### src/rtl/tcm_map.svh
`ifndef TCM_MAP_SVH
`define TCM_MAP_SVH
// Register byte offsets
`define TCM_OFF_MODE_HI  8'h00
`define TCM_OFF_MODE_LO  8'h04
`define TCM_OFF_IRQ_FLAG 8'h08
`define TCM_OFF_IRQ_MASK 8'h0C
`define TCM_OFF_START    8'h10
`define TCM_OFF_STOP     8'h14
`define TCM_OFF_PRESCALE 8'h18
`define TCM_OFF_STATUS   8'h1C
`define TCM_OFF_COUNT    8'h20
`define TCM_OFF_DATA     8'h24
// Field positions
`define TCM_OPCLK_BIT    7
`define TCM_CCS_BIT      4
`define TCM_TRIG_RANGE   2:0
`define TCM_CIS_RANGE    7:6
`define TCM_MD_RANGE     3:1
`define TCM_LSB_BIT      0
`define TCM_FLAG_BIT     7
`define TCM_MASK_BIT     7
`define TCM_START_BIT    0
`define TCM_STOP_BIT     0
`define TCM_EN_BIT       0
`define TCM_PSA_RANGE    3:0
`define TCM_PSB_RANGE    7:4
// Writable bits and reset values
`define TCM_MODE_HI_WMASK 8'h97
`define TCM_MODE_LO_WMASK 8'hCF
`define TCM_MODE_RST      8'h00
`define TCM_PRESCALE_RST  8'h00
`define TCM_MASK_RST      1'b1
`define TCM_CNT_ZERO      16'h0000
`define TCM_CNT_ONE       16'h0001
`define TCM_WORD_ZERO     32'h0000_0000
// Trigger select and edge codes
`define TCM_TRIG_SW       3'h0
`define TCM_TRIG_EDGE     3'h1
`define TCM_TRIG_BOTH     3'h2
`define TCM_TRIG_MASTER   3'h4
`define TCM_CIS_FALL      2'h0
`define TCM_CIS_RISE      2'h1
`define TCM_CIS_BOTH_LOW  2'h2
`define TCM_CIS_BOTH_HIGH 2'h3
`endif

### src/rtl/tcm_pkg.sv
package tcm_pkg;
  typedef logic [7:0]  tcm_addr_t;
  typedef logic [31:0] tcm_word_t;
  typedef logic [15:0] tcm_cnt_t;
  typedef logic [14:0] tcm_pre_t;
  // Upper three bits of the mode field
  typedef enum logic [2:0] {
    TCM_MD_INTERVAL = 3'b000,
    TCM_MD_CAPTURE  = 3'b010,
    TCM_MD_EVENT    = 3'b011,
    TCM_MD_ONECNT   = 3'b100,
    TCM_MD_CAPONE   = 3'b110
  } tcm_mode_t;
  typedef enum logic [1:0] {
    TCM_ST_IDLE = 2'b00,
    TCM_ST_WAIT = 2'b01,
    TCM_ST_RUN  = 2'b10
  } tcm_state_t;
endpackage : tcm_pkg

### src/rtl/tcm_evt_if.sv
`timescale 1ns/10ps
// Ticks and pin edges handed to the channel core
interface tcm_evt_if;
  logic tick_a;
  logic tick_b;
  logic rise;
  logic fall;
  logic valid_edge;
  modport pre  (output tick_a, tick_b);
  modport edg  (output rise, fall, valid_edge);
  modport core (input tick_a, tick_b, rise, fall, valid_edge);
endinterface : tcm_evt_if

### src/rtl/tcm_edge_detect.sv
`timescale 1ns/10ps
`include "tcm_map.svh"
module tcm_edge_detect (
  input  logic              clock_in,
  input  logic              reset_n_in,
  input  logic              pin_in,
  input  logic [1:0]        cis_in,
  tcm_evt_if.edg            evt
);
  import tcm_pkg::*;

  logic pin_q;

  // Previous pin level; the pin is already synchronous
  always_ff @(posedge clock_in) begin
    if (!reset_n_in) pin_q <= 1'b0;
    else pin_q <= pin_in;
  end

  // Edge qualification by the edge select field
  assign evt.rise = pin_in & ~pin_q;
  assign evt.fall = ~pin_in & pin_q;
  assign evt.valid_edge =
    (cis_in == `TCM_CIS_FALL) ? evt.fall :
    (cis_in == `TCM_CIS_RISE) ? evt.rise :
    (evt.rise | evt.fall);
endmodule : tcm_edge_detect

### src/rtl/tcm_prescaler.sv
`timescale 1ns/10ps
`include "tcm_map.svh"
module tcm_prescaler (
  input  logic              clock_in,
  input  logic              reset_n_in,
  input  logic [3:0]        sel_a_in,
  input  logic [3:0]        sel_b_in,
  tcm_evt_if.pre            evt
);
  import tcm_pkg::*;

  tcm_pre_t div_q;

  // Tick when the low sel bits are all ones: period of 2**sel
  function automatic logic tick_hit(input tcm_pre_t c,
                                    input logic [3:0] s);
    tcm_pre_t m;
    m = tcm_pre_t'((16'h0001 << s) - 16'h0001);
    tick_hit = ((c & m) == m);
  endfunction : tick_hit

  // Free running divider shared by both outputs
  always_ff @(posedge clock_in) begin
    if (!reset_n_in) div_q <= '0;
    else div_q <= div_q + tcm_pre_t'(1);
  end

  assign evt.tick_a = tick_hit(div_q, sel_a_in);
  assign evt.tick_b = tick_hit(div_q, sel_b_in);
endmodule : tcm_prescaler

### src/rtl/tcm_timer_channel.sv
`timescale 1ns/10ps
`include "tcm_map.svh"
// Notes on behaviour
// - Mode high bit 7 picks prescaled clock a or b as operation clock.
// - Count clock bit 4: 0 operation clock, 1 valid input pin edges.
// - Trigger select 000 accepts only the software start trigger.
// - Code 001: valid edge starts and captures; 010: both edges do.
// - Code 100: master channel interrupt is the trigger for a slave.
// - Edge select: 00 fall, 01 rise, 10 and 11 both edges.
// - Mode field selects interval, capture, event, one-count, capture-one.
// - Interval/capture: LSB 1 gives interrupt and output toggle at start.
// - One-count: LSB 0 ignores retrigger, LSB 1 reloads and interrupts.
// - Capture-one-count: no start interrupt, retrigger while counting ignored.
// - Interrupt request flag reads 1 while a request is pending.
// - Interrupt mask 0 lets the request through, 1 blocks it.
// - Writing 1 to start sets enable status and enables counting.
// - Capture: copy counter to data, interrupt, clear counter; only capture-one then waits.
// - Writing 1 to stop halts the channel; 0 does nothing.
// - Prescaled clock is peripheral clock over 2**n, n from four bits.
module tcm_timer_channel (
  input  logic              clock_in,
  input  logic              reset_n_in,
  input  tcm_pkg::tcm_addr_t paddr_in,
  input  logic              psel_in,
  input  logic              penable_in,
  input  logic              pwrite_in,
  input  tcm_pkg::tcm_word_t pwdata_in,
  output tcm_pkg::tcm_word_t prdata_out,
  output logic              pready_out,
  output logic              pslverr_out,
  input  logic              timer_input_pin_in,
  input  logic              master_irq_in,
  output logic              timer_out_out,
  output logic              chan_irq_out
);
  import tcm_pkg::*;

  tcm_evt_if evt_if ();

  // Register state
  logic [7:0] mode_hi_q;
  logic [7:0] mode_lo_q;
  logic [7:0] prescale_q;
  logic       flag_q;
  logic       flag_d;
  logic       mask_q;
  logic       en_q;
  logic       en_d;
  logic       tout_q;
  logic       tout_d;
  tcm_cnt_t   cnt_q;
  tcm_cnt_t   cnt_d;
  tcm_cnt_t   data_q;
  tcm_cnt_t   data_d;
  tcm_word_t  rdata_q;
  tcm_state_t st_q;
  tcm_state_t st_d;
  logic       irq_set;
  logic       tog;

  tcm_prescaler u_pre (
    .clock_in   (clock_in),
    .reset_n_in (reset_n_in),
    .sel_a_in   (prescale_q[`TCM_PSA_RANGE]),
    .sel_b_in   (prescale_q[`TCM_PSB_RANGE]),
    .evt        (evt_if.pre)
  );

  tcm_edge_detect u_edge (
    .clock_in   (clock_in),
    .reset_n_in (reset_n_in),
    .pin_in     (timer_input_pin_in),
    .cis_in     (mode_lo_q[`TCM_CIS_RANGE]),
    .evt        (evt_if.edg)
  );

  // APB decode; access phase always completes in one cycle
  wire setup    = psel_in & ~penable_in;
  wire access   = psel_in & penable_in;
  wire wr       = access & pwrite_in;
  wire rd       = access & ~pwrite_in;
  wire hit_mhi  = paddr_in == `TCM_OFF_MODE_HI;
  wire hit_mlo  = paddr_in == `TCM_OFF_MODE_LO;
  wire hit_flag = paddr_in == `TCM_OFF_IRQ_FLAG;
  wire hit_mask = paddr_in == `TCM_OFF_IRQ_MASK;
  wire hit_sta  = paddr_in == `TCM_OFF_START;
  wire hit_sto  = paddr_in == `TCM_OFF_STOP;
  wire hit_pre  = paddr_in == `TCM_OFF_PRESCALE;
  wire hit_stat = paddr_in == `TCM_OFF_STATUS;
  wire hit_cnt  = paddr_in == `TCM_OFF_COUNT;
  wire hit_data = paddr_in == `TCM_OFF_DATA;
  wire hit_any  = hit_mhi | hit_mlo | hit_flag | hit_mask | hit_sta |
                  hit_sto | hit_pre | hit_stat | hit_cnt | hit_data;
  assign pready_out  = access;
  assign pslverr_out = access & ~hit_any;

  // Write strobes that act beyond storing a value
  wire start_wr = wr & hit_sta & pwdata_in[`TCM_START_BIT];
  wire stop_wr  = wr & hit_sto & pwdata_in[`TCM_STOP_BIT];
  wire wr_any   = start_wr | stop_wr;

  // Read mux; write-only start and stop read as zero
  wire [7:0]  flag_byte = {flag_q, 7'h00};
  wire [7:0]  mask_byte = {mask_q, 7'h00};
  wire tcm_word_t rmux =
    hit_mhi  ? {24'h00_0000, mode_hi_q}  :
    hit_mlo  ? {24'h00_0000, mode_lo_q}  :
    hit_flag ? {24'h00_0000, flag_byte}  :
    hit_mask ? {24'h00_0000, mask_byte}  :
    hit_pre  ? {24'h00_0000, prescale_q} :
    hit_stat ? {31'h0000_0000, en_q}     :
    hit_cnt  ? {16'h0000, cnt_q}         :
    hit_data ? {16'h0000, data_q}        : `TCM_WORD_ZERO;
  assign prdata_out = rdata_q;

  // Mode field views
  wire [2:0] trig    = mode_hi_q[`TCM_TRIG_RANGE];
  wire [1:0] cis     = mode_lo_q[`TCM_CIS_RANGE];
  wire       lsb     = mode_lo_q[`TCM_LSB_BIT];
  wire [2:0] md      = mode_lo_q[`TCM_MD_RANGE];
  wire is_int   = md == TCM_MD_INTERVAL;
  wire is_cap   = md == TCM_MD_CAPTURE;
  wire is_evt   = md == TCM_MD_EVENT;
  wire is_one   = md == TCM_MD_ONECNT;
  wire is_capone = md == TCM_MD_CAPONE;
  wire up_mode  = is_cap | is_capone;
  wire one_mode = is_one | is_capone;
  // Prohibited codes, including LSB 1 with event or capture-one
  wire mode_ok  = is_int | is_cap | (is_evt & ~lsb) | is_one |
                  (is_capone & ~lsb);
  // Start interrupt only in interval and capture modes
  wire start_irq = (is_int | is_cap) & lsb;

  // Count clock: prescaled clock or pin edges
  wire opclk = mode_hi_q[`TCM_OPCLK_BIT] ? evt_if.tick_b
                                         : evt_if.tick_a;
  wire tick  = mode_hi_q[`TCM_CCS_BIT] ? evt_if.valid_edge
                                       : opclk;

  // Split start and capture edges for width measurement
  wire low_w   = cis == `TCM_CIS_BOTH_LOW;
  wire high_w  = cis == `TCM_CIS_BOTH_HIGH;
  wire st_edge = low_w ? evt_if.fall :
                 high_w ? evt_if.rise : evt_if.valid_edge;
  wire cp_edge = low_w ? evt_if.rise :
                 high_w ? evt_if.fall : evt_if.valid_edge;

  // Trigger routing; unused codes give no hardware trigger
  wire trig_sw = trig == `TCM_TRIG_SW;
  wire start_evt =
    (trig == `TCM_TRIG_EDGE)   ? evt_if.valid_edge :
    (trig == `TCM_TRIG_BOTH)   ? st_edge :
    (trig == `TCM_TRIG_MASTER) ? master_irq_in : 1'b0;
  wire cap_evt =
    (trig == `TCM_TRIG_EDGE)   ? evt_if.valid_edge :
    (trig == `TCM_TRIG_BOTH)   ? cp_edge :
    (trig == `TCM_TRIG_MASTER) ? master_irq_in : 1'b0;

  // Value loaded when counting begins
  wire tcm_cnt_t load_val = up_mode ? `TCM_CNT_ZERO : data_q;
  wire cnt_zero = cnt_q == `TCM_CNT_ZERO;

  // Channel sequencer and counter; stop wins over start
  always_comb begin
    st_d    = st_q;
    cnt_d   = cnt_q;
    data_d  = data_q;
    irq_set = 1'b0;
    tog     = 1'b0;
    if (stop_wr) begin
      st_d = TCM_ST_IDLE;
    end else if (start_wr) begin
      if (one_mode && !trig_sw) begin
        st_d = TCM_ST_WAIT;
      end else begin
        st_d    = TCM_ST_RUN;
        cnt_d   = load_val;
        irq_set = start_irq;
        tog     = start_irq;
      end
    end else begin
      unique case (st_q)
        TCM_ST_IDLE: begin
          st_d = TCM_ST_IDLE;
        end
        TCM_ST_WAIT: begin
          if (start_evt && !trig_sw) begin
            st_d  = TCM_ST_RUN;
            cnt_d = load_val;
          end
        end
        TCM_ST_RUN: begin
          if (!mode_ok) begin
            cnt_d = cnt_q;
          end else if (up_mode && cap_evt) begin
            data_d  = cnt_q;
            cnt_d   = `TCM_CNT_ZERO;
            irq_set = 1'b1;
            if (is_capone) st_d = TCM_ST_WAIT;
          end else if (up_mode) begin
            if (tick) cnt_d = cnt_q + `TCM_CNT_ONE;
          end else if (is_one && lsb && start_evt) begin
            cnt_d   = data_q;
            irq_set = 1'b1;
          end else if (tick && cnt_zero) begin
            irq_set = 1'b1;
            tog     = 1'b1;
            if (is_one) st_d = TCM_ST_WAIT;
            else cnt_d = data_q;
          end else if (tick) begin
            cnt_d = cnt_q - `TCM_CNT_ONE;
          end
        end
        default: st_d = TCM_ST_IDLE;
      endcase
    end
  end

  // Data register write from software, capture takes priority
  wire data_wr = wr & hit_data;
  wire cap_load = (st_q == TCM_ST_RUN) & mode_ok & up_mode & cap_evt & ~wr_any;
  wire tcm_cnt_t data_n = cap_load ? data_d :
                          data_wr ? pwdata_in[15:0] : data_q;

  // Enable status follows start and stop
  assign en_d = stop_wr ? 1'b0 : start_wr ? 1'b1 : en_q;
  assign tout_d = tout_q ^ tog;

  // Sticky flag: set wins over read clear and write zero
  wire flag_rd = rd & hit_flag & rdata_q[`TCM_FLAG_BIT];
  wire flag_wz = wr & hit_flag & ~pwdata_in[`TCM_FLAG_BIT];
  assign flag_d = irq_set | (flag_q & ~flag_rd & ~flag_wz);

  assign chan_irq_out  = flag_q & ~mask_q;
  assign timer_out_out = tout_q;

  // Configuration registers
  always_ff @(posedge clock_in) begin
    if (!reset_n_in) begin
      mode_hi_q  <= `TCM_MODE_RST;
      mode_lo_q  <= `TCM_MODE_RST;
      prescale_q <= `TCM_PRESCALE_RST;
      mask_q     <= `TCM_MASK_RST;
    end else if (wr) begin
      if (hit_mhi) mode_hi_q <= pwdata_in[7:0] & `TCM_MODE_HI_WMASK;
      if (hit_mlo) mode_lo_q <= pwdata_in[7:0] & `TCM_MODE_LO_WMASK;
      if (hit_pre) prescale_q <= pwdata_in[7:0];
      if (hit_mask) mask_q <= pwdata_in[`TCM_MASK_BIT];
    end
  end

  // Channel state registers
  always_ff @(posedge clock_in) begin
    if (!reset_n_in) begin
      st_q   <= TCM_ST_IDLE;
      cnt_q  <= `TCM_CNT_ZERO;
      data_q <= `TCM_CNT_ZERO;
      en_q   <= 1'b0;
      flag_q <= 1'b0;
      tout_q <= 1'b0;
    end else begin
      st_q   <= st_d;
      cnt_q  <= cnt_d;
      data_q <= data_n;
      en_q   <= en_d;
      flag_q <= flag_d;
      tout_q <= tout_d;
    end
  end

  // Read data latched in setup so the output is a flop
  always_ff @(posedge clock_in) begin
    if (!reset_n_in) rdata_q <= `TCM_WORD_ZERO;
    else if (setup) rdata_q <= rmux;
  end
endmodule : tcm_timer_channel

### config.mk
export PLATFORM = sky130hd
export DESIGN_NAME = tcm_timer_channel
export DESIGN_NICKNAME = d
export VERILOG_FILES = /design/src/rtl/tcm_pkg.sv /design/src/rtl/tcm_evt_if.sv /design/src/rtl/tcm_edge_detect.sv /design/src/rtl/tcm_prescaler.sv /design/src/rtl/tcm_timer_channel.sv
export VERILOG_INCLUDE_DIRS = /design/src /design/src/rtl
export SDC_FILE = /design/constraint.sdc
export NUM_CORES = 1
export LEC_CHECK = 0
export BUFFER_PORTS_ARGS = -buffer_cell sky130_fd_sc_hd__buf_2
export CORE_MARGIN = 8
export CORE_UTILIZATION = 55
export DETAILED_ROUTE_END_ITERATION = 12
export GPL_ROUTABILITY_DRIVEN = 0
export PLACE_DENSITY = 0.77
export SLEW_MARGIN = 40
export SYNTH_ARGS = -nofsm -noshare
export SYNTH_HDL_FRONTEND = slang
export SYNTH_SLANG_ARGS = --single-unit
### constraint.sdc
create_clock -name clock_in -period 10.9 [get_ports clock_in]
set_input_delay 3.27 -clock clock_in [delete_from_list [all_inputs] [get_ports clock_in]]
set_output_delay 3.27 -clock clock_in [all_outputs]
set_load 0.05 [all_outputs]
* Yosys cells after proc, flatten, opt, wreduce, memory -nomap -nowiden *
Cells that the tools add are included.

storage, ports and cells
  register bits after elaboration = 105
  logic and storage cells = 209

cells by class
  $add $sub $neg = 5
  equality and inequality tests = 39
  shift operators = 2
  muxes and demuxes = 68
  bitwise operators = 60
  reductions and logical operators = 22

operators by type and width
  kind                                                 count
  two-way mux 16 bit                                   27
  equality test 8 x 5 -> 1 bit, second input constant  4
  case mux 16 bit (2 select lines)                     1
  AND 15 bit                                           2
  equality test 15 bit                                 2
  left shift 1 x 4 -> 15 bit, first input constant     2
  subtractor 15 x 1 -> 15 bit, second input constant   2
  two-way mux 1 bit                                    29
  AND 1 bit                                            26
  two-way mux 2 bit                                    10
  inequality test 4 bit, second input constant         5
  bitwise OR 1 bit                                     18
  adder 16 x 1 -> 16 bit, second input constant        1
  equality test 8 x 4 -> 1 bit, second input constant  2
  equality test 8 x 6 -> 1 bit, second input constant  2
  zero test 16 bit                                     1
  subtractor 16 x 1 -> 16 bit, second input constant   1
  adder 15 x 1 -> 15 bit, second input constant        1
  inverter 1 bit                                       13
  equality test 3 x 2 -> 1 bit, second input constant  3
  equality test 3 bit, second input constant           3
  equality test 8 x 3 -> 1 bit, second input constant  1
  zero test 8 bit                                      1
  inequality test 2 bit, second input constant         4
  other kinds (21)                                     35

* Longest topological paths before layout *
Gate-level depths: netlist of run 1.

  depth in word-level cells = 18
  depth in mapped cells = 16
  gate-level depth less buffers = 12

* Hierarchy *
From an unflattened synthesis of run 1, not the netlist that was laid out.

unflattened totals
  cells, all modules = 802
  area total of the unflattened synthesis = 6180.9 um^2

by module, submodules not included
  module             instances  cells each  area an instance (um^2)  sequential area each (um^2)
  tcm_timer_channel  1          636         4906.0                   1461.4
  tcm_prescaler      1          158         1196.1                   300.3
  tcm_edge_detect    1          8           78.8                     20.0

* Worst setup path before layout of run 1 *
No wires, ideal clock.

  kind = in2out
  from = input paddr_in[3]
  to = output pslverr_out
  data arrival time = 4.841 ns
  required time = 7.630 ns
  setup slack = 2.789 ns
  stages on the path = 4
  buffers on the path = 1
  cell sequence = clkbuf_1 -> nor3_1 -> nor2b_1 -> nor3_1

between the ends
  longest elaborated chain between the ends = 12

ends and longest elaborated chain
  what                                                                              RTL line                 RTL
  start: declaration                                                                tcm_timer_channel.sv:23  input tcm_pkg::tcm_addr_t paddr_in,
  equality test 8 x 3 -> 1 bit (no line) / zero test 8 bit (equally long branches)  n/a
  bitwise OR 1 bit (5 in a row)                                                     tcm_timer_channel.sv:92  wire hit_any = hit_mhi | hit_mlo | hit_flag | hit_mask | hit_sta |
  bitwise OR 1 bit (3 in a row)                                                     tcm_timer_channel.sv:93  hit_sto | hit_pre | hit_stat | hit_cnt | hit_data;
  bitwise OR 1 bit (*)                                                              tcm_timer_channel.sv:93
  inverter 1 bit (*)                                                                tcm_timer_channel.sv:95  assign pslverr_out = access & ~hit_any;
  AND 1 bit (*)                                                                     tcm_timer_channel.sv:95
  end: declaration                                                                  tcm_timer_channel.sv:30  output logic pslverr_out,

Mark *: on every way between the ends. The rest lies on a longest branch, timed or not.

* Worst setup path in the final report of run 1 *
  from = input paddr_in[4]
  to = output pslverr_out

The elaborated chain is that of the path after synthesis.

==> results.ini, run 1 <==
[run_status]
outcome=finished, final reports clean

[layout]
fill_cells=930
fin_nets=859
drive_above_1_share=0.115
area_growth_pct=5.40
num_antenna_cells=0
final_util=0.593
final_area_sq_mm=0.00640
layoutNonFillerInstCount=948

[hold_path]
whs_endpoint=en_q$_SDFFE_PP0P_
hp-start=en_q$_SDFFE_PP0P_
hold_depth=2
hold_path.class=flip-flop to flip-flop

[timing]
fmax_mhz=124
slew_headroom=0.409
post-route-min-period_ps=8060
fin_worst_skew_ps=7.04
rsz0062_at_grt=no
whs_ps=511
fin_ws_ps=2840
worst_slew_pin_slew_ps=886
setup_viol=0
tns_ps=0
finalCritPeriodShare=0.740
hold_viol_final=0
maxSlewViolCount=0

[clocking]
cts_made_buffers=9
cts-resized-gates=0
clockBufferDepth=2
cts_sinks=89
cts_hold_buf=0
cts-root-buf=clkbuf_8
post_cts_buffers=0
clkTransAtPathRegs_ps=90
htree_levels=3
clock_latency_ps=360
cts_tree=done

[routing]
routed.top_layer=met4
wl_um=18100
dr.first_iter.drc_count=1019
wl_per_cell_um=19.1
wl_met2_um=8230
dr_total_vias=6264
drt_pass1_iterations=8
dr_wl_met3_um=1850
drt-met1-wl_um=7580
viasPerCell=6.61
drc_errors=0
ant_nets=0

[flow_run]
maxCapViolations=0

[global_routing]
grt_pass1_vias=5591
grt_max_degree=92
grtUsageTotal=0.242
antenna_found_initial=0
grt-ovfl-total=0
grt_pass1_wl_um=28900

[synth]
syn_inst=804
ys_warn_count=0
seq_area_frac_synth=0.293
synthFlopType=dfxtp_1
syn-cell-area_sq_mm=0.00608
postSynthAreaPerCell_sq_um=7.56
synth-seq-cells=89
netlist-cell-type-count=74
synth_top_area_frac=0.293
synth_area_leaders=dfxtp_1, nand2_1, nand3_1
synth_edf_count=0
async_reset_ff_frac=0
netlist.top_cell.by_area=dfxtp_1

[power_and_ir_drop]
irDropWorstVdd_mv=0.0603
leakage_nw=2.49
power_mw=0.848
pwr_density_cell_mw_per_mm2=132

[critical_path]
crit_buf_inv=2
r2r_slack_ps=6970
crit_family=simple AND/OR/NAND/NOR gates
reg2reg_from=prescale_q[0]$_SDFFE_PN0P_
required_ps=7630
critPathMaxFanout=5
cp.arrival_ps=4790
r2r_end=st_q[0]$_SDFFE_PP0P_
path_class=input pin to output port
slowest_stage=or4b_2
cp-start-kind=input pin
crit_chain=buf_2, or4b_2, nor2b_1, nor3_1, buf_2
crit_path_frequent_cell=buf_2
rr_worst_depth=11
end_kind=output port
critPathMaxStageDelay_ps=740

[floorplan]
die_y_um=121
start_util=0.563
fp.coreArea_sq_mm=0.0108
pin_count=83
row_count=38
die_x_um=121
die_area_sq_mm=0.0147

[place]
place_ws_ps=2840
dp.cells=934
port_buffers=50
dp_hpwl_um=12900
dpl-instance-area_sq_mm=0.00622

## registers in the layout, summed over array words and instances (netlist names), 2 cells and up
name         cells
cnt_q           16
data_q          16
prdata_out      16
u_pre.div_q     15
prescale_q       8
mode_lo_q        6
mode_hi_q        5
st_q             2
## worst min-delay path, delay by kind of cell, from the launching register on
kind             cells  cell delay [ps]
DFF                  1              350
and+or+nand+nor      2              130
## how the worst max path moves through the flow
stage	startpoint	endpoint	slack [ps]	cells after the start
floorplan	paddr_in[3]	pslverr_out	2790	4
global placement	paddr_in[4]	pslverr_out	2880	5
detailed placement	paddr_in[4]	pslverr_out	2840	5
CTS	paddr_in[4]	pslverr_out	2840	5
global route	paddr_in[4]	pslverr_out	2750	5
finish	paddr_in[4]	pslverr_out	2840	5
## kinds of logic (layout without fill, tap and decap cells)
kind of cell	count (synthesis)	after routing	share of synthesized area
xor+xnor	34	34	0.0490
fa+ha+maj	7	7	0.0144
compound gates	218	218	0.249
buf+inv	101	90	0.0778
flops	89	89	0.293
mux	15	15	0.0253
other cells	1	16	0.000617
simple gates	339	339	0.290
## per-layer routing
metal | vias to the layer above | track usage
met3 | 38 | 0.0475
met1 | 2956 | 0.320
met4 | 0 | 0.106
met2 | 385 | 0.373
li1 | 2885 | -
met5 | - | 0
## area by class of cell
| cell class | count | area, sq um | area share |
|---|---|---|---|
| Timing Repair Buffer | 57 | 303 | 0.0473 |
| Inverter | 19 | 71.3 | 0.0111 |
| Tap cell | 140 | 175 | 0.0274 |
| Clock buffer | 11 | 131 | 0.0205 |
| Multi-Input combinational cell | 629 | 3900 | 0.609 |
| Clock inverter | 3 | 43.8 | 0.00684 |
| Sequential cell | 89 | 1780 | 0.278 |
## cell usage in the layout, fill, tap and decap left out, drive strengths merged, types with 4 or more instances in the layout
cell	netlist	final
a2111oi	4	4
a21boi	17	17
a21oi	37	37
a221oi	4	4
a222oi	4	4
a22oi	12	12
a2bb2oi	4	4
a31oi	17	17
a32oi	4	4
and2	25	25
and3	4	4
buf	25	57
clkbuf	57	11
conb	1	16
dfxtp	89	89
ha	7	7
inv	19	19
mux2i	12	12
nand2	95	95
nand2b	7	7
nand3	67	67
nand4	8	8
nor2	46	46
nor2b	17	17
nor3	25	25
nor4	6	6
nor4b	4	4
o211a	19	19
o211ai	14	14
o21ai	47	47
o22ai	5	5
o31ai	4	4
or2	4	4
or3	8	8
or4	8	8
xnor2	21	21
xor2	13	13
## cell usage after synthesis (8+ instances only)
master     n
inv_1     19
buf_4     17
nand2_1   95
nand3_1   67
nand4_1    8
dfxtp_1   89
a21oi_1   37
o21ai_0   47
o211ai_1  13
a31oi_1   17
a21boi_0  17
nor2b_1   17
nor2_1    46
clkbuf_1  56
nor3_1    23
xnor2_1   21
and2_1    25
mux2i_1   12
o211a_1   19
a22oi_1   12
xor2_1    13
## power by group
group	switching (mW)	total [mW]	internal, mW	leakage, nW
clock	0.118	0.222	0.104	0.0892
combinational	0.171	0.266	0.0958	1.68
sequential	0.0243	0.360	0.335	0.720
total	0.313	0.848	0.535	2.49
No activity file was read; power rests on OpenSTA's default activity.
==> run 2: changes to the inputs <==
Clock period 10.9 ns to 8.3 ns, I/O delays scaled along.
==> results.ini, run 2 (synthesis results as in run 1) <==
[critical_path]
cp-start-kind=input pin
crit_family=simple AND/OR/NAND/NOR gates
crit_chain=buf_2, or4b_2, nor2b_1, nor3_1, buf_2
crit_buf_inv=2
crit_path_frequent_cell=buf_2
end_kind=output port
slowest_stage=or4b_2
path_class=input pin to output port
required_ps=5810
cp.arrival_ps=4040
critPathMaxStageDelay_ps=740
critPathMaxFanout=5

[clocking]
cts_sinks=89
cts_tree=done
cts_hold_buf=0
clockBufferDepth=2
cts_made_buffers=9
cts-resized-gates=0
clock_latency_ps=370
htree_levels=3
post_cts_buffers=0
cts-root-buf=clkbuf_8
clkTransAtPathRegs_ps=90

[timing]
hold_viol_final=0
fin_worst_skew_ps=9.52
tns_ps=0
setup_viol=0
finalCritPeriodShare=0.787
rsz0062_at_grt=no
worst_slew_pin_slew_ps=822
slew_headroom=0.452
post-route-min-period_ps=6530
maxSlewViolCount=0
fmax_mhz=153

[floorplan]
die_y_um=121
row_count=38
pin_count=83
die_x_um=121
start_util=0.563
die_area_sq_mm=0.0147
fp.coreArea_sq_mm=0.0108

[layout]
final_common_cell=nand2_1
fin_nets=860
area_growth_pct=6.10
drive_above_1_share=0.121
layoutNonFillerInstCount=951
layout_common_cells=nand2_1, dfxtp_1, nand3_1
num_antenna_cells=0

[power_and_ir_drop]
p_int_mw=0.718
p_sw_mw=0.422
power_frac_comb=0.301
pwr_density_cell_mw_per_mm2=177
p_clk_frac=0.284
switching_share=0.370
irDropWorstVdd_mv=0.0832
seqPwrFrac=0.415
leakage_nw=2.51

[global_routing]
grt_pass1_vias=5616
grt_max_degree=92
grt_pass1_wl_um=28600
grt-ovfl-total=0
grtUsageTotal=0.238
antenna_found_initial=0

[routing]
dr_total_vias=6121
drt_pass1_iterations=6
viasPerCell=6.44
wl_um=17800
wl_per_cell_um=18.7
dr.first_iter.drc_count=851
ant_nets=0
drc_errors=0

[place]
dp_hpwl_um=12900
port_buffers=50
dp.cells=935

[flow_run]
maxCapViolations=0

[hold_path]
hold_path.class=flip-flop to flip-flop

[run_status]
outcome=finished, final reports clean

-- run 2: cell types whose count changed in the layout (fill, tap and decap cells not counted), sizes merged --
cell / before / now
clkinv: 2 / 1
buf: 57 / 58
inv: 19 / 22
clkbuf: 11 / 10
clkinvlp: 0 / 1
-- run 2: per-stage QoR --
step	setup WS, ps	instance area, sq um	util	total power [mW]	hold slack (ps)
2_1_floorplan	1750	6130	-	0.745	440
3_3_place_gp	1840	6220	0.576	0.804	450
3_5_place_dp	1810	6230	0.577	0.815	481
4_1_cts	1810	6440	0.596	1.13	503
5_1_grt	1730	6450	0.597	1.19	519
6_report	1770	6450	0.597	1.14	510
-- run 2: area by class of cell --
cell class                      instances  area, sq um
Clock buffer                           10          138
Clock inverter                          6         72.6
Fill cell                             974         4350
Inverter                               19         71.3
Multi-Input combinational cell        629         3900
Sequential cell                        89         1780
Tap cell                              140          175
Timing Repair Buffer                   58          310
-- run 2: power by group through the flow --
stage / Combinational [mW] / Clock, mW / Sequential, mW
floorplan: 0.279 / 0 / 0.466
global placement: 0.325 / 0 / 0.480
detailed placement: 0.334 / 0 / 0.481
CTS: 0.335 / 0.328 / 0.471
global route: 0.369 / 0.348 / 0.475
finish: 0.343 / 0.323 / 0.473
-- run 2: layer usage --
metal  vias to the layer above  global-route usage  share of wire
met5                         -                   0              0
met4                         0               0.101          0.029
met3                        48              0.0540           0.11
met2                       338               0.364           0.46
met1                      2841               0.315           0.40
li1                       2894                   -              -
-- run 2: final timing paths --
kind,endpoint,depth (start not counted),startpoint,slack [ps]
max,pslverr_out,5,paddr_in[4],1770
min,en_q$_SDFFE_PP0P_,2,en_q$_SDFFE_PP0P_,510
max reg2reg,st_q[0]$_SDFFE_PP0P_,11,prescale_q[2]$_SDFFE_PN0P_,4470
min reg2reg,en_q$_SDFFE_PP0P_,2,en_q$_SDFFE_PP0P_,510
-- run 2: worst reg2reg max path, cell delays in order, from the launching register on --
cell	delay (ps)
dfxtp_1	480
or4_1	560
ha_1	320
xnor2_1	160
a2111oi_0	430
o2111ai_1	220
or3_1	430
nor2_1	120
a21oi_1	90
o31a_1	330
o41ai_1	400
and4b_1	240
==> run 3: changes to the inputs <==
Settings changed: CORE_UTILIZATION 55 to 53.
Clock period 8.3 ns to 5.5 ns, I/O delays scaled along.
==> results.ini, run 3 (synthesis results as in run 1) <==
[run_status]
outcome=finished, final reports clean

[power_and_ir_drop]
p_clk_frac=0.332
p_sw_mw=0.641
irDropWorstVdd_mv=0.279
power_mw=1.86
leakage_nw=2.54
power_frac_comb=0.282
seqPwrFrac=0.385
p_int_mw=1.22
pwr_density_cell_mw_per_mm2=285
switching_share=0.345

[timing]
fmax_mhz=201
fin_worst_skew_ps=8.10
whs_ps=486
tns_ps=0
finalCritPeriodShare=0.903
slew_headroom=0.424
rsz0062_at_grt=no
hold_viol_final=0
worst_slew_pin_slew_ps=863
post-route-min-period_ps=4970
setup_viol=0
maxSlewViolCount=0

[critical_path]
crit_path_frequent_cell=buf_2
critPathMaxStageDelay_ps=800
reg2reg_from=prescale_q[6]$_SDFFE_PN0P_
cp-start-kind=input pin
cp.arrival_ps=3320
critPathMaxFanout=5
slowest_stage=or4b_2
r2r_end=st_q[0]$_SDFFE_PP0P_
r2r_slack_ps=1510
worstSetupStartpoint=paddr_in[4]
endpoint=pslverr_out
required_ps=3850
crit_chain=buf_2, or4b_2, nor2b_1, nor3_1, buf_2
end_kind=output port
rr_worst_depth=12
path_class=input pin to output port

[clocking]
cts_sinks=89
cts_hold_buf=0
clockBufferDepth=2
cts_tree=done
clock_latency_ps=350
cts-root-buf=clkbuf_16
htree_levels=3
post_cts_buffers=0
clkTransAtPathRegs_ps=60
cts_made_buffers=9
cts-resized-gates=0

[layout]
layoutNonFillerInstCount=951
final_util=0.576
area_growth_pct=7.29
final_common_cell=nand2_1
num_antenna_cells=0
layout_common_cells=nand2_1, dfxtp_1, nand3_1
fin_nets=859
drive_above_1_share=0.114

[floorplan]
pin_count=83
die_y_um=123
die_area_sq_mm=0.0151
row_count=39
start_util=0.537
die_x_um=123
fp.coreArea_sq_mm=0.0113

[global_routing]
grt_pass1_vias=5911
grt_max_degree=71
grt_pass1_wl_um=30100
grt-ovfl-total=0
antenna_found_initial=0
grtUsageTotal=0.249

[hold_path]
hold_path.class=flip-flop to flip-flop

[place]
port_buffers=50
dp_hpwl_um=13500
dp.cells=937

[routing]
viasPerCell=6.68
wl_um=19000
drc_errors=0
wl_per_cell_um=19.9
drt_pass1_iterations=5
ant_nets=0
dr.first_iter.drc_count=694
dr_total_vias=6350

[flow_run]
maxCapViolations=0

[run 3: cell types whose count changed in the layout (fill, tap and decap cells not counted)]
cell and change:
nor2b_1 +1, clkinv_4 -1, a2111oi_1 +1, nor2b_2 -1, buf_2 -1, clkbuf_16 +9
clkinvlp_4 -1, clkbuf_1 +2, inv_6 -2, a2111oi_0 -1, clkbuf_8 -9
[run 3: routing by layer]
metal / vias up / wire length [um] / track usage
met2: 412 / 8770 / 0.418
met5: - / 0 / 0
met4: 0 / 708 / 0.106
met3: 76 / 2010 / 0.0584
met1: 2964 / 7470 / 0.300
li1: 2898 / - / -
[run 3: cell type report]
class	count	area (sq um)
clock buffers	12	246
clock inverters	2	38.8
fillers	1022	4800
inverters	19	71.3
multi-input cells	629	3900
flip-flops and latches	89	1780
well taps	143	179
repair buffers	57	305
[run 3: how the worst min path moves through the flow]
stage,startpoint,end,slack [ps],cells after the start
after floorplan,en_q$_SDFFE_PP0P_,en_q$_SDFFE_PP0P_,440,2
after global placement,en_q$_SDFFE_PP0P_,en_q$_SDFFE_PP0P_,450,2
after detailed placement,en_q$_SDFFE_PP0P_,en_q$_SDFFE_PP0P_,470,2
after CTS,en_q$_SDFFE_PP0P_,en_q$_SDFFE_PP0P_,480,2
after global routing,en_q$_SDFFE_PP0P_,en_q$_SDFFE_PP0P_,510,2
final,en_q$_SDFFE_PP0P_,en_q$_SDFFE_PP0P_,490,2
[run 3: stage by stage]
stage	setup slack (ps)	area, sq um
finish	534	6520
global route	489	6520
CTS	578	6520
detailed placement	581	6230
global placement	617	6210
floorplan	629	6130
[run 3: worst max-delay path: cells and delay by family]
family | cells | cell delay, ps
and+or+nand+nor | 3 | 1280
buffers and inverters | 2 | 370
[run 3: power groups by stage]
stage / registers [mW] / logic (mW) / clock network, mW
global route: 0.719 / 0.568 / 0.644
global placement: 0.726 / 0.494 / 0
finish: 0.716 / 0.525 / 0.618
CTS: 0.713 / 0.507 / 0.621
detailed placement: 0.728 / 0.504 / 0
floorplan: 0.703 / 0.422 / 0
